[src/core/dvf_consts.svh]
// Constants for the verify and track format engine.
// Included by the package and by dvf_engine; definitions only.
`ifndef DVF_CONSTS_SVH
`define DVF_CONSTS_SVH
`define DVF_CRC_PRESET 16'hFFFF
`define DVF_CRC_POLY   16'h1021
`define DVF_MFM_GAP    8'h4E
`define DVF_FM_GAP     8'hFF
`define DVF_SYNC_BYTE  8'h00
`define DVF_IAM_SYNC   8'hC2
`define DVF_AM_SYNC    8'hA1
`define DVF_IAM        8'hFC
`define DVF_IDAM       8'hFE
`define DVF_DAM        8'hFB
`define DVF_DDAM       8'hF8
`define DVF_MFM_GAP4A  16'h0050
`define DVF_FM_GAP4A   16'h0028
`define DVF_MFM_SYNC   16'h000C
`define DVF_FM_SYNC    16'h0006
`define DVF_MFM_GAP1   16'h0032
`define DVF_FM_GAP1    16'h001A
`define DVF_MFM_GAP2   16'h0016
`define DVF_PERP_GAP2  16'h0029
`define DVF_FM_GAP2    16'h000B
`define DVF_AMS_LEN    16'h0003
`define DVF_MARK_LEN   16'h0001
`define DVF_ID_LEN     16'h0004
`define DVF_CRC_LEN    16'h0002
`define DVF_SEC_BASE   16'h0080
`define DVF_GAP4B_LEN  16'hFFFF
`define DVF_ZERO_TOTAL 9'h100
`define DVF_ID_NEED    5'h04
`endif

[src/core/dvf_pkg.sv]
// Types shared by the verify and track format engine.
// Assumes dvf_consts.svh is on the include path.
package dvf_pkg;
  `include "dvf_consts.svh"
  typedef enum logic [1:0] {
    REC_MFM  = 2'h0,
    REC_FM   = 2'h1,
    REC_PERP = 2'h2
  } dvf_rec_e;
  typedef enum logic [4:0] {
    F_IDLE  = 5'h00, F_WIDX  = 5'h01, F_GAP4A = 5'h02,
    F_SYNC0 = 5'h03, F_IAMS  = 5'h04, F_IAM   = 5'h05,
    F_GAP1  = 5'h06, F_SYNC1 = 5'h07, F_IDAMS = 5'h08,
    F_IDAM  = 5'h09, F_ID    = 5'h0A, F_IDCRC = 5'h0B,
    F_GAP2  = 5'h0C, F_SYNC2 = 5'h0D, F_DAMS  = 5'h0E,
    F_DAM   = 5'h0F, F_DATA  = 5'h10, F_DCRC  = 5'h11,
    F_GAP3  = 5'h12, F_GAP4B = 5'h13
  } dvf_fmt_e;
  typedef enum logic [0:0] {
    V_IDLE = 1'h0,
    V_RUN  = 1'h1
  } dvf_vfy_e;
endpackage : dvf_pkg

[src/core/dvf_fifo.sv]
// Synchronous FIFO with valid/ready on both sides and a fill count.
// Single clock, synchronous active-low reset; depth a power of two.
`timescale 1ns/1ps
module dvf_fifo #(
  parameter int W  = 8,
  parameter int D  = 16,
  parameter int AW = $clog2(D)
) (
  input  wire logic          i_mclk,
  input  wire logic          i_rst_n,
  input  wire logic          i_in_valid,
  output logic               o_in_ready,
  input  wire logic [W-1:0]  i_in_data,
  output logic               o_out_valid,
  input  wire logic          i_out_ready,
  output logic [W-1:0]       o_out_data,
  output logic [AW:0]        o_count
);
  logic [W-1:0] mem [D];
  logic [AW-1:0] wp_q, rp_q;
  logic [AW:0]   cnt_q;
  logic          push, pop;

  // Handshakes; full and empty come straight from the count
  assign o_in_ready  = (cnt_q != (AW+1)'(D));
  assign o_out_valid = (cnt_q != '0);
  assign push        = i_in_valid & o_in_ready;
  assign pop         = o_out_valid & i_out_ready;
  assign o_out_data  = mem[rp_q];
  assign o_count     = cnt_q;

  // Storage has no reset; only pointers and count matter
  always_ff @(posedge i_mclk) begin
    if (push) mem[wp_q] <= i_in_data;
  end

  // Pointers and count
  always_ff @(posedge i_mclk) begin
    if (!i_rst_n) begin
      wp_q  <= '0;
      rp_q  <= '0;
      cnt_q <= '0;
    end else begin
      if (push) wp_q <= wp_q + 1'b1;
      if (pop) rp_q <= rp_q + 1'b1;
      cnt_q <= cnt_q + (AW+1)'(push) - (AW+1)'(pop);
    end
  end
endmodule : dvf_fifo

[src/core/dvf_engine.sv]
// Verify and track format execution engine of a floppy controller.
// Assumes a byte-level read stream from the data separator and a
// write serializer that pulses i_byte_en once per byte slot.
`timescale 1ns/1ps
`include "dvf_consts.svh"
module dvf_engine #(
  parameter int ID_DEPTH = 16,
  parameter int ID_W     = 8
) (
  input  wire logic              i_mclk,
  input  wire logic              i_rst_n,
  // Command parameters
  input  wire logic              i_vfy_start,
  input  wire logic              i_fmt_start,
  input  wire dvf_pkg::dvf_rec_e i_mode,
  input  wire logic              i_count_limit_on,
  input  wire logic              i_multi_track,
  input  wire logic [7:0]        i_sector_total,
  input  wire logic [7:0]        i_last_sector,
  input  wire logic [7:0]        i_start_sector,
  input  wire logic [7:0]        i_sectors_per_side,
  input  wire logic              i_head,
  input  wire logic [2:0]        i_size_code,
  input  wire logic [7:0]        i_gap_length,
  input  wire logic [7:0]        i_fill_byte,
  input  wire logic              i_deleted,
  // Host ID byte stream
  input  wire logic              i_id_valid,
  output logic                   o_id_ready,
  input  wire logic [ID_W-1:0]   i_id_data,
  output logic                   o_id_req,
  // Drive side
  input  wire logic              i_index_pulse,
  input  wire logic              i_rd_valid,
  input  wire logic [7:0]        i_rd_data,
  input  wire logic              i_rd_eof,
  input  wire logic [7:0]        i_rd_sector,
  input  wire logic              i_byte_en,
  output logic                   o_wr_gate,
  output logic [7:0]             o_wr_data,
  output logic                   o_wr_mark,
  output logic                   o_side,
  // Status
  input  wire logic              i_int_clr,
  output logic                   o_int,
  output logic                   o_vfy_busy,
  output logic                   o_fmt_busy,
  output logic                   o_vfy_ok,
  output logic                   o_crc_err,
  output logic                   o_underrun
);
  import dvf_pkg::*;

  // One byte of CCITT CRC, MSB first; shared by verify and format
  function automatic logic [15:0] crc_upd(input logic [15:0] c,
                                          input logic [7:0] b);
    logic [15:0] r;
    r = c;
    for (int i = 7; i >= 0; i--) begin
      r = (r[15] ^ b[i]) ? ({r[14:0], 1'b0} ^ `DVF_CRC_POLY)
                         : {r[14:0], 1'b0};
    end
    return r;
  endfunction : crc_upd

  // Segment order; FM has no pre-mark sync bytes
  function automatic dvf_fmt_e seg_next(input dvf_fmt_e s,
                                        input logic fm,
                                        input logic last);
    case (s)
      F_GAP4A: return F_SYNC0;
      F_SYNC0: return fm ? F_IAM : F_IAMS;
      F_IAMS:  return F_IAM;
      F_IAM:   return F_GAP1;
      F_GAP1:  return F_SYNC1;
      F_SYNC1: return fm ? F_IDAM : F_IDAMS;
      F_IDAMS: return F_IDAM;
      F_IDAM:  return F_ID;
      F_ID:    return F_IDCRC;
      F_IDCRC: return F_GAP2;
      F_GAP2:  return F_SYNC2;
      F_SYNC2: return fm ? F_DAM : F_DAMS;
      F_DAMS:  return F_DAM;
      F_DAM:   return F_DATA;
      F_DATA:  return F_DCRC;
      F_DCRC:  return F_GAP3;
      F_GAP3:  return last ? F_GAP4B : F_SYNC1;
      default: return s;
    endcase
  endfunction : seg_next

  // Byte count of each segment in the selected layout
  function automatic logic [15:0] seg_len(input dvf_fmt_e s,
                                          input logic fm,
                                          input logic perp,
                                          input logic [2:0] sz,
                                          input logic [7:0] gap_length);
    case (s)
      F_GAP4A: return fm ? `DVF_FM_GAP4A : `DVF_MFM_GAP4A;
      F_SYNC0, F_SYNC1, F_SYNC2:
               return fm ? `DVF_FM_SYNC : `DVF_MFM_SYNC;
      F_IAMS, F_IDAMS, F_DAMS: return `DVF_AMS_LEN;
      F_GAP1:  return fm ? `DVF_FM_GAP1 : `DVF_MFM_GAP1;
      F_ID:    return `DVF_ID_LEN;
      F_IDCRC, F_DCRC: return `DVF_CRC_LEN;
      F_GAP2:  return fm ? `DVF_FM_GAP2 :
                      perp ? `DVF_PERP_GAP2 : `DVF_MFM_GAP2;
      F_DATA:  return `DVF_SEC_BASE << sz;
      F_GAP3:  return (gap_length == 8'h00) ? `DVF_MARK_LEN : {8'h00, gap_length};
      F_GAP4B: return `DVF_GAP4B_LEN;
      default: return `DVF_MARK_LEN;
    endcase
  endfunction : seg_len

  // ---------------------------------------------------------------
  // ID byte FIFO between host and the format sequencer
  // ---------------------------------------------------------------
  localparam int CW = $clog2(ID_DEPTH) + 1;
  logic          id_out_valid;
  logic          id_pop;
  logic [7:0]    id_byte;
  logic [CW-1:0] id_count;

  dvf_fifo #(
    .W (ID_W),
    .D (ID_DEPTH)
  ) u_id_fifo (
    .i_mclk      (i_mclk),
    .i_rst_n     (i_rst_n),
    .i_in_valid  (i_id_valid),
    .o_in_ready  (o_id_ready),
    .i_in_data   (i_id_data),
    .o_out_valid (id_out_valid),
    .i_out_ready (id_pop),
    .o_out_data  (id_byte),
    .o_count     (id_count)
  );

  // ---------------------------------------------------------------
  // Format sequencer
  // ---------------------------------------------------------------
  dvf_fmt_e    fst_q, fst_d;
  logic [15:0] fcnt_q, fcnt_d;
  logic [8:0]  fsec_q, fsec_d;
  logic [15:0] wcrc_q, wcrc_d;
  logic [7:0]  wr_data_q;
  logic        wr_mark_q, wr_gate_q, underrun_q;
  dvf_rec_e    mode_q;
  logic [2:0]  size_q;
  logic [7:0]  gpl_q, fill_q;
  logic        del_q;

  logic        fm, perp, seg_end, sec_last, id_short;
  logic        writing, crc_cov, crc_pre;
  dvf_fmt_e    fst_nxt;
  logic [7:0]  cur_byte;
  logic        cur_mark;

  assign fm       = (mode_q == REC_FM);
  assign perp     = (mode_q == REC_PERP);
  assign seg_end  = (fcnt_q == 16'h0000);
  assign sec_last = (fsec_q == 9'h000);
  assign fst_nxt  = seg_next(fst_q, fm, sec_last);
  assign writing  = (fst_q != F_IDLE) && (fst_q != F_WIDX);
  // Short ID group is caught after the ID mark, before the ID field, never mid-field
  assign id_short = (id_count < CW'(`DVF_ID_NEED));
  assign id_pop   = i_byte_en && (fst_q == F_ID) && id_out_valid;

  // CRC preset during sync so the marks are covered
  assign crc_pre = (fst_q == F_SYNC1) || (fst_q == F_SYNC2);
  assign crc_cov = (fst_q == F_IDAMS) || (fst_q == F_IDAM) ||
                   (fst_q == F_ID) || (fst_q == F_DAMS) ||
                   (fst_q == F_DAM) || (fst_q == F_DATA);

  // Byte chosen for the current slot
  always_comb begin
    cur_mark = 1'b0;
    case (fst_q)
      F_GAP4A, F_GAP1, F_GAP2, F_GAP3, F_GAP4B:
        cur_byte = fm ? `DVF_FM_GAP : `DVF_MFM_GAP;
      F_IAMS: begin
        cur_byte = `DVF_IAM_SYNC;
        cur_mark = 1'b1;
      end
      F_IDAMS, F_DAMS: begin
        cur_byte = `DVF_AM_SYNC;
        cur_mark = 1'b1;
      end
      F_IAM: begin
        cur_byte = `DVF_IAM;
        cur_mark = fm;
      end
      F_IDAM: begin
        cur_byte = `DVF_IDAM;
        cur_mark = fm;
      end
      F_DAM: begin
        cur_byte = del_q ? `DVF_DDAM : `DVF_DAM;
        cur_mark = fm;
      end
      F_ID:    cur_byte = id_byte;
      F_IDCRC, F_DCRC:
        cur_byte = seg_end ? wcrc_q[7:0] : wcrc_q[15:8];
      F_DATA:  cur_byte = fill_q;
      default: cur_byte = `DVF_SYNC_BYTE;
    endcase
  end

  // Next-state logic of the sequencer
  always_comb begin
    fst_d  = fst_q;
    fcnt_d = fcnt_q;
    fsec_d = fsec_q;
    wcrc_d = wcrc_q;
    case (fst_q)
      F_IDLE: begin
        if (i_fmt_start) fst_d = F_WIDX;
      end
      F_WIDX: begin
        if (i_index_pulse) begin
          fst_d  = F_GAP4A;
          fcnt_d = seg_len(F_GAP4A, fm, perp, size_q, gpl_q) - 16'h0001;
        end
      end
      default: begin
        if (i_index_pulse) begin
          fst_d = F_IDLE;
        end else if (i_byte_en) begin
          if (crc_pre) wcrc_d = `DVF_CRC_PRESET;
          else if (crc_cov) wcrc_d = crc_upd(wcrc_q, cur_byte);
          if (!seg_end) begin
            fcnt_d = fcnt_q - 16'h0001;
          end else if (fst_nxt == F_ID && id_short) begin
            fst_d = F_IDLE;
          end else begin
            fst_d  = fst_nxt;
            fcnt_d = seg_len(fst_nxt, fm, perp, size_q, gpl_q)
                     - 16'h0001;
            if (fst_q == F_DCRC) fsec_d = fsec_q - 9'h001;
          end
        end
      end
    endcase
  end

  // Command capture and sequencer state
  always_ff @(posedge i_mclk) begin
    if (!i_rst_n) begin
      fst_q  <= F_IDLE;
      fcnt_q <= 16'h0000;
      fsec_q <= 9'h000;
      wcrc_q <= `DVF_CRC_PRESET;
      mode_q <= REC_MFM;
      size_q <= 3'h0;
      gpl_q  <= 8'h00;
      fill_q <= 8'h00;
      del_q  <= 1'b0;
    end else begin
      fst_q  <= fst_d;
      fcnt_q <= fcnt_d;
      fsec_q <= fsec_d;
      wcrc_q <= wcrc_d;
      if ((fst_q == F_IDLE) && i_fmt_start) begin
        mode_q <= i_mode;
        size_q <= i_size_code;
        gpl_q  <= i_gap_length;
        fill_q <= i_fill_byte;
        del_q  <= i_deleted;
        fsec_q <= (i_sector_total == 8'h00) ? `DVF_ZERO_TOTAL
                                            : {1'b0, i_sector_total};
      end
    end
  end

  // Registered write stream; gate drops with the terminating index
  always_ff @(posedge i_mclk) begin
    if (!i_rst_n) begin
      wr_data_q  <= 8'h00;
      wr_mark_q  <= 1'b0;
      wr_gate_q  <= 1'b0;
      underrun_q <= 1'b0;
    end else begin
      wr_gate_q <= writing && (fst_d != F_IDLE);
      if (i_byte_en && writing) begin
        wr_data_q <= cur_byte;
        wr_mark_q <= cur_mark;
      end
      if (i_fmt_start && fst_q == F_IDLE) underrun_q <= 1'b0;
      else if (writing && i_byte_en && seg_end &&
               fst_nxt == F_ID && id_short) underrun_q <= 1'b1;
    end
  end

  assign o_wr_data  = wr_data_q;
  assign o_wr_mark  = wr_mark_q;
  assign o_wr_gate  = wr_gate_q;
  assign o_underrun = underrun_q;
  assign o_fmt_busy = (fst_q != F_IDLE);
  // Ask for a full group while too few are waiting
  assign o_id_req   = o_fmt_busy && id_short;

  // ---------------------------------------------------------------
  // Verify engine: data bytes feed only the CRC, never the host
  // ---------------------------------------------------------------
  dvf_vfy_e    vst_q;
  logic [8:0]  vcnt_q;
  logic [15:0] rcrc_q;
  logic        vec_q, vmt_q, side_q;
  logic [7:0]  vlast_q, vspt_q;
  logic        ok_q, crcerr_q, int_q;
  logic        vfy_go, field_end, crc_good, side_end;
  logic        vfy_end, params_ok;
  logic [8:0]  vtotal, remain;

  assign vtotal = (i_sector_total == 8'h00) ? `DVF_ZERO_TOTAL
                                            : {1'b0, i_sector_total};
  // Sectors from the start sector to the side end, plus side one when multi-track
  assign remain = {1'b0, i_sectors_per_side} - {1'b0, i_start_sector}
                  + 9'h001
                  + (i_multi_track ? {1'b0, i_sectors_per_side} : 9'h000);
  assign params_ok = (i_last_sector <= i_sectors_per_side) &&
                     (!i_count_limit_on || vtotal <= remain);
  assign vfy_go    = (vst_q == V_IDLE) && i_vfy_start;
  assign field_end = (vst_q == V_RUN) && i_rd_valid && i_rd_eof;
  // Residue over data plus stored CRC is zero when intact
  assign crc_good  = (crc_upd(rcrc_q, i_rd_data) == 16'h0000);
  assign side_end  = (i_rd_sector == (vec_q ? vspt_q : vlast_q));
  // Only the count or last sector ends it without error; no external count exists
  assign vfy_end   = vec_q ? (vcnt_q == 9'h001)
                           : (side_end && (side_q || !vmt_q));

  // Verify state and running CRC
  always_ff @(posedge i_mclk) begin
    if (!i_rst_n) begin
      vst_q    <= V_IDLE;
      vcnt_q   <= 9'h000;
      rcrc_q   <= `DVF_CRC_PRESET;
      vec_q    <= 1'b0;
      vmt_q    <= 1'b0;
      side_q   <= 1'b0;
      vlast_q  <= 8'h00;
      vspt_q   <= 8'h00;
      ok_q     <= 1'b0;
      crcerr_q <= 1'b0;
    end else if (vfy_go) begin
      vec_q    <= i_count_limit_on;
      vmt_q    <= i_multi_track;
      side_q   <= i_head;
      vlast_q  <= i_last_sector;
      vspt_q   <= i_sectors_per_side;
      vcnt_q   <= vtotal;
      rcrc_q   <= `DVF_CRC_PRESET;
      crcerr_q <= 1'b0;
      ok_q     <= 1'b0;
      vst_q    <= params_ok ? V_RUN : V_IDLE;
    end else if (vst_q == V_RUN && i_rd_valid) begin
      rcrc_q <= crc_upd(rcrc_q, i_rd_data);
      if (field_end) begin
        rcrc_q <= `DVF_CRC_PRESET;
        vcnt_q <= vcnt_q - 9'h001;
        if (!crc_good) begin
          crcerr_q <= 1'b1;
          vst_q    <= V_IDLE;
        end else if (vfy_end) begin
          ok_q  <= 1'b1;
          vst_q <= V_IDLE;
        end else if (vmt_q && !side_q && side_end) begin
          side_q <= 1'b1;
        end
      end
    end
  end

  // Interrupt on result phase entry; a new event beats the clear
  always_ff @(posedge i_mclk) begin
    if (!i_rst_n) begin
      int_q <= 1'b0;
    end else if ((vst_q == V_RUN && field_end && (!crc_good || vfy_end))
                 || (vfy_go && !params_ok)
                 || (o_fmt_busy && fst_d == F_IDLE)) begin
      int_q <= 1'b1;
    end else if (i_int_clr) begin
      int_q <= 1'b0;
    end
  end

  assign o_int      = int_q;
  assign o_vfy_busy = (vst_q == V_RUN);
  assign o_vfy_ok   = ok_q;
  assign o_crc_err  = crcerr_q;
  assign o_side     = side_q;
endmodule : dvf_engine

[config.mk]
export PLATFORM = sky130hd
export DESIGN_NAME = dvf_engine
export DESIGN_NICKNAME = d
export VERILOG_FILES = /design/src/core/dvf_pkg.sv /design/src/core/dvf_fifo.sv /design/src/core/dvf_engine.sv
export VERILOG_INCLUDE_DIRS = /design/src /design/src/core
export SDC_FILE = /design/constraint.sdc
export NUM_CORES = 1
export LEC_CHECK = 0
export ABC_AREA = 1
export BUFFER_PORTS_ARGS = -buffer_cell sky130_fd_sc_hd__buf_2
export CORE_MARGIN = 1
export CORE_UTILIZATION = 50
export DETAILED_ROUTE_END_ITERATION = 8
export PLACE_DENSITY = 0.73
export SYNTH_ARGS = -nofsm -noshare
export SYNTH_HDL_FRONTEND = slang
export SYNTH_SLANG_ARGS = --single-unit
export TNS_END_PERCENT = 50
[constraint.sdc]
create_clock -name i_mclk -period 8.8 [get_ports i_mclk]
set_input_delay 1.76 -clock i_mclk [delete_from_list [all_inputs] [get_ports i_mclk]]
set_output_delay 1.76 -clock i_mclk [all_outputs]
set_load 0.03 [all_outputs]
==> summary.txt <==
Yosys
  – Syn Inst Count: 1750
  – Mapped Nets: 1896
  – Biggest area consumer among synthesized cells: edfxtp_1
  – Asr flop ratio synth: 0%
  – Main synth FF type: dfxtp_1
  – Synth unique cells: 59
  – Synth Warn #: 0
  – Avg Inst Size Synth: 8.292 um2
  – Main area contributors after synthesis: edfxtp_1, dfxtp_1, nand2_1
  – Post-synth EDFFs: 128
  – Mapped Area: 0.01451 mm2
  – Yosys reg bits: 272
  – Share of the synthesized area in the top cell type: 26.49%
  – Register area share after synthesis: 46.35%

Critical path
  – Kind of critical path: in2reg
  – Cell mode on critical path: nand2_1
  – Reg2Reg Setup Slack: 4880 ps
  – Worst path top cell family by delay: adder cells
  – Slowest-stage cell, CP: fa_1
  – Slowest stage delay, CP: 480 ps
  – CP Launch Type: input pin
  – Critical-path cell list: buf_2 > nand2_1 > fa_1 > inv_1 > ha_1 > nand2_1 > o21ai_0 > a21oi_1 > o21ai_0 > a21o_1 > a21oi_1 > xor2_1 > ha_1 > nand2_1 > nor3_1 > nand4_1 > nand3_1 > nand2_1 > nand2_1 > a41oi_1
  – Crit path buf inv count: 2
  – CP Launch Point: i_multi_track
  – Critical R2R Launch: fst_q[2]
  – Critical Path RT: 9210 ps
  – Crit path DAT: 4970 ps
  – Crit. End Element: register
  – Worst Path Max Fanout: 9

Layout
  – Syn-to-layout area delta: 11.66%
  – Number of diodes: 0
  – Ratio of cells with drive above 1 in the final layout: 12.89%
  – Layout Nets: 1970
  – Design Area, Final: 0.01620 mm2
  – Fillers: 2586
  – Layout Cells excl Fill: 2230
  – Utilization after layout: 56.60%

Clock network
  – Insertion delay to the later sink of the worst-skew pair: 560 ps
  – H-tree levels: 1
  – CTS sink cnt: 272
  – Post-CTS resize count: 0
  – Longest Clk Path Bufs: 3
  – CTS clock-pin slew for the worst setup and hold paths: 60 ps
  – CTS buffer count: 29
  – Post-CTS Hold Buffers: 0
  – # Post-CTS Setup Buffers: 0
  – CTS tree: built
  – CTS Root Cell: clkbuf_16

Routing
  – Starting DRT DRC Count: 995
  – Via count: 12260
  – Post-Route WL: 36.49 mm
  – DR WL/cell: 16.36 um
  – # DRC: 0
  – Vias per cell: 5.498
  – Final ANT Viol Nets: 0
  – DRT Pass-1 Iters: 5

Global routing
  – Vias in the first global route: 11640
  – First-pass GRT wire length: 58.29 mm
  – Grt ovf: 0
  – GRT Overall Usage: 24.78%
  – Largest net degree at the start of global routing: 78
  – Initial antenna violation count: 1

Floorplan
  – Initial Util: 50.69%
  – I/O pin total: 110
  – DIE AREA: 0.02971 mm2
  – Row count: 62
  – Core footprint: 0.02863 mm2
  – Die height: 172.4 um
  – Width of the die: 172.4 um

Pwr
  – Cell area power density: 285.4 mW/mm2
  – P_leak: 0.006910 uW
  – Overall power: 4625 uW
  – Worst vdd ir: 0.2202 mV

Worst hold path
  – Hold Crit Class: reg2reg
  – Hold Startpoint: vlast_q[4]

STA
  – RSZ-0062 raised after global routing: no
  – Final min period: 4565 ps
  – Maximum operating frequency: 0.2191 GHz
  – Final period util: 51.87%
  – Endpoints failing setup: 0
  – Final hold vios: 0
  – Rel. slew slack: 26.82%
  – Worst Skew: 13.75 ps
  – Worst Tran Pin Value: 1097 ps
  – Final Slew Violations: 0
  – Fin Setup TNS: 0 ps

Outcome
  – Status: finished clean

Placed design
  – Area of placed instances: 0.01530 mm2
  – PortBufs: 109
  – Placer Congestion: 0.8987
  – DP Wirelength: 25.27 mm
  – Inst Count DP: 2177

Flow run
  – Max_cap viols: 0
==> final timing paths <==
path	endpoint	depth (start not counted)
max reg2reg	fcnt_q[10]	21
min reg2reg	vlast_q[4]	2
max	o_int	20
min	vlast_q[4]	2
==> flip-flops by register name, indices dropped and copies added (netlist names), 9 cells and up, named ones only <==
| signal | count |
|---|---|
| fcnt_q | 16 |
| fsec_q | 9 |
| rcrc_q | 16 |
| u_id_fifo.mem | 128 |
| vcnt_q | 9 |
| wcrc_q | 16 |
==> layout make-up <==
class	count	area (um2)	area share, %
Sequential cell	272	6728	41.52
Clock buffer	36	762.0	4.703
Timing Repair Buffer	118	613.1	3.784
Clock inverter	17	136.4	0.8417
Tap cell	384	480.5	2.965
Multi-Input combinational cell	1215	6778	41.83
Inverter	188	705.7	4.355
==> report_power, final <==
part | switching (uW) | internal (uW)
combinational | 1340 | 600
sequential | 80.6 | 1450
clock | 508 | 647
total | 1930 | 2700
==> routing by layer <==
layer / GRT usage [%] / share of wire, %
met1: 33.24 / 45
met2: 41.46 / 47
met3: 3.021 / 5.8
met4: 8.119 / 2.5
met5: 0 / 0
==> cell families after synthesis <==
group | count (synthesis) | share of synthesized area [%]
compound gates | 397 | 15.92
xor+xnor | 63 | 3.802
fa+ha+maj | 55 | 5.208
buf+inv | 263 | 6.975
flops | 272 | 46.35
simple gates | 700 | 21.75
==> worst register-to-register path, cell delays in order (launching register included) <==
cell	delay, ps
dfxtp_1	460
nor2_4	280
nand2_2	140
nor2_1	730
nor2_1	80
nand2_1	110
nor2_1	70
nand3_1	90
nand2_1	100
nor2_2	130
nand2_1	70
nand2_1	100
a21boi_0	90
nand2_1	100
nand3_1	80
nand2_1	220
ha_1	210
nand2_2	130
nor3_1	280
nand3b_1	140
nand3_1	110
a21oi_1	70
==> cell usage after synthesis, drive strengths merged, types with 13 or more instances <==
cell type,number
edfxtp,128
nand2,307
nor3,30
nand4,19
a21oi,96
dfxtp,144
xnor2,21
inv,185
a31oi,16
nand3,101
clkbuf,65
o21bai,13
ha,46
o211ai,27
o221ai,27
xor2,42
o21ai,187
nor2,226
==> stage by stage <==
step | worst slack, ps | hold slack (ps)
after CTS | 4270 | 448.2
after global routing | 3834 | 465.0
final | 4235 | 448.7
after global placement | 3743 | 434.1
after detailed placement | 3689 | 438.8
after floorplan | 3917 | 424.4
==> placed cells by master (no fill, tap or decap), types with 46 or more instances in the layout <==
cell / n
buf_2: 109
nor2_1: 206
nand3_1: 96
nand2_1: 287
a21oi_1: 94
o21ai_0: 181
dfxtp_1: 143
edfxtp_1: 128
inv_1: 167
ha_1: 46
Note: power is estimated with default switching activity, not from simulation.
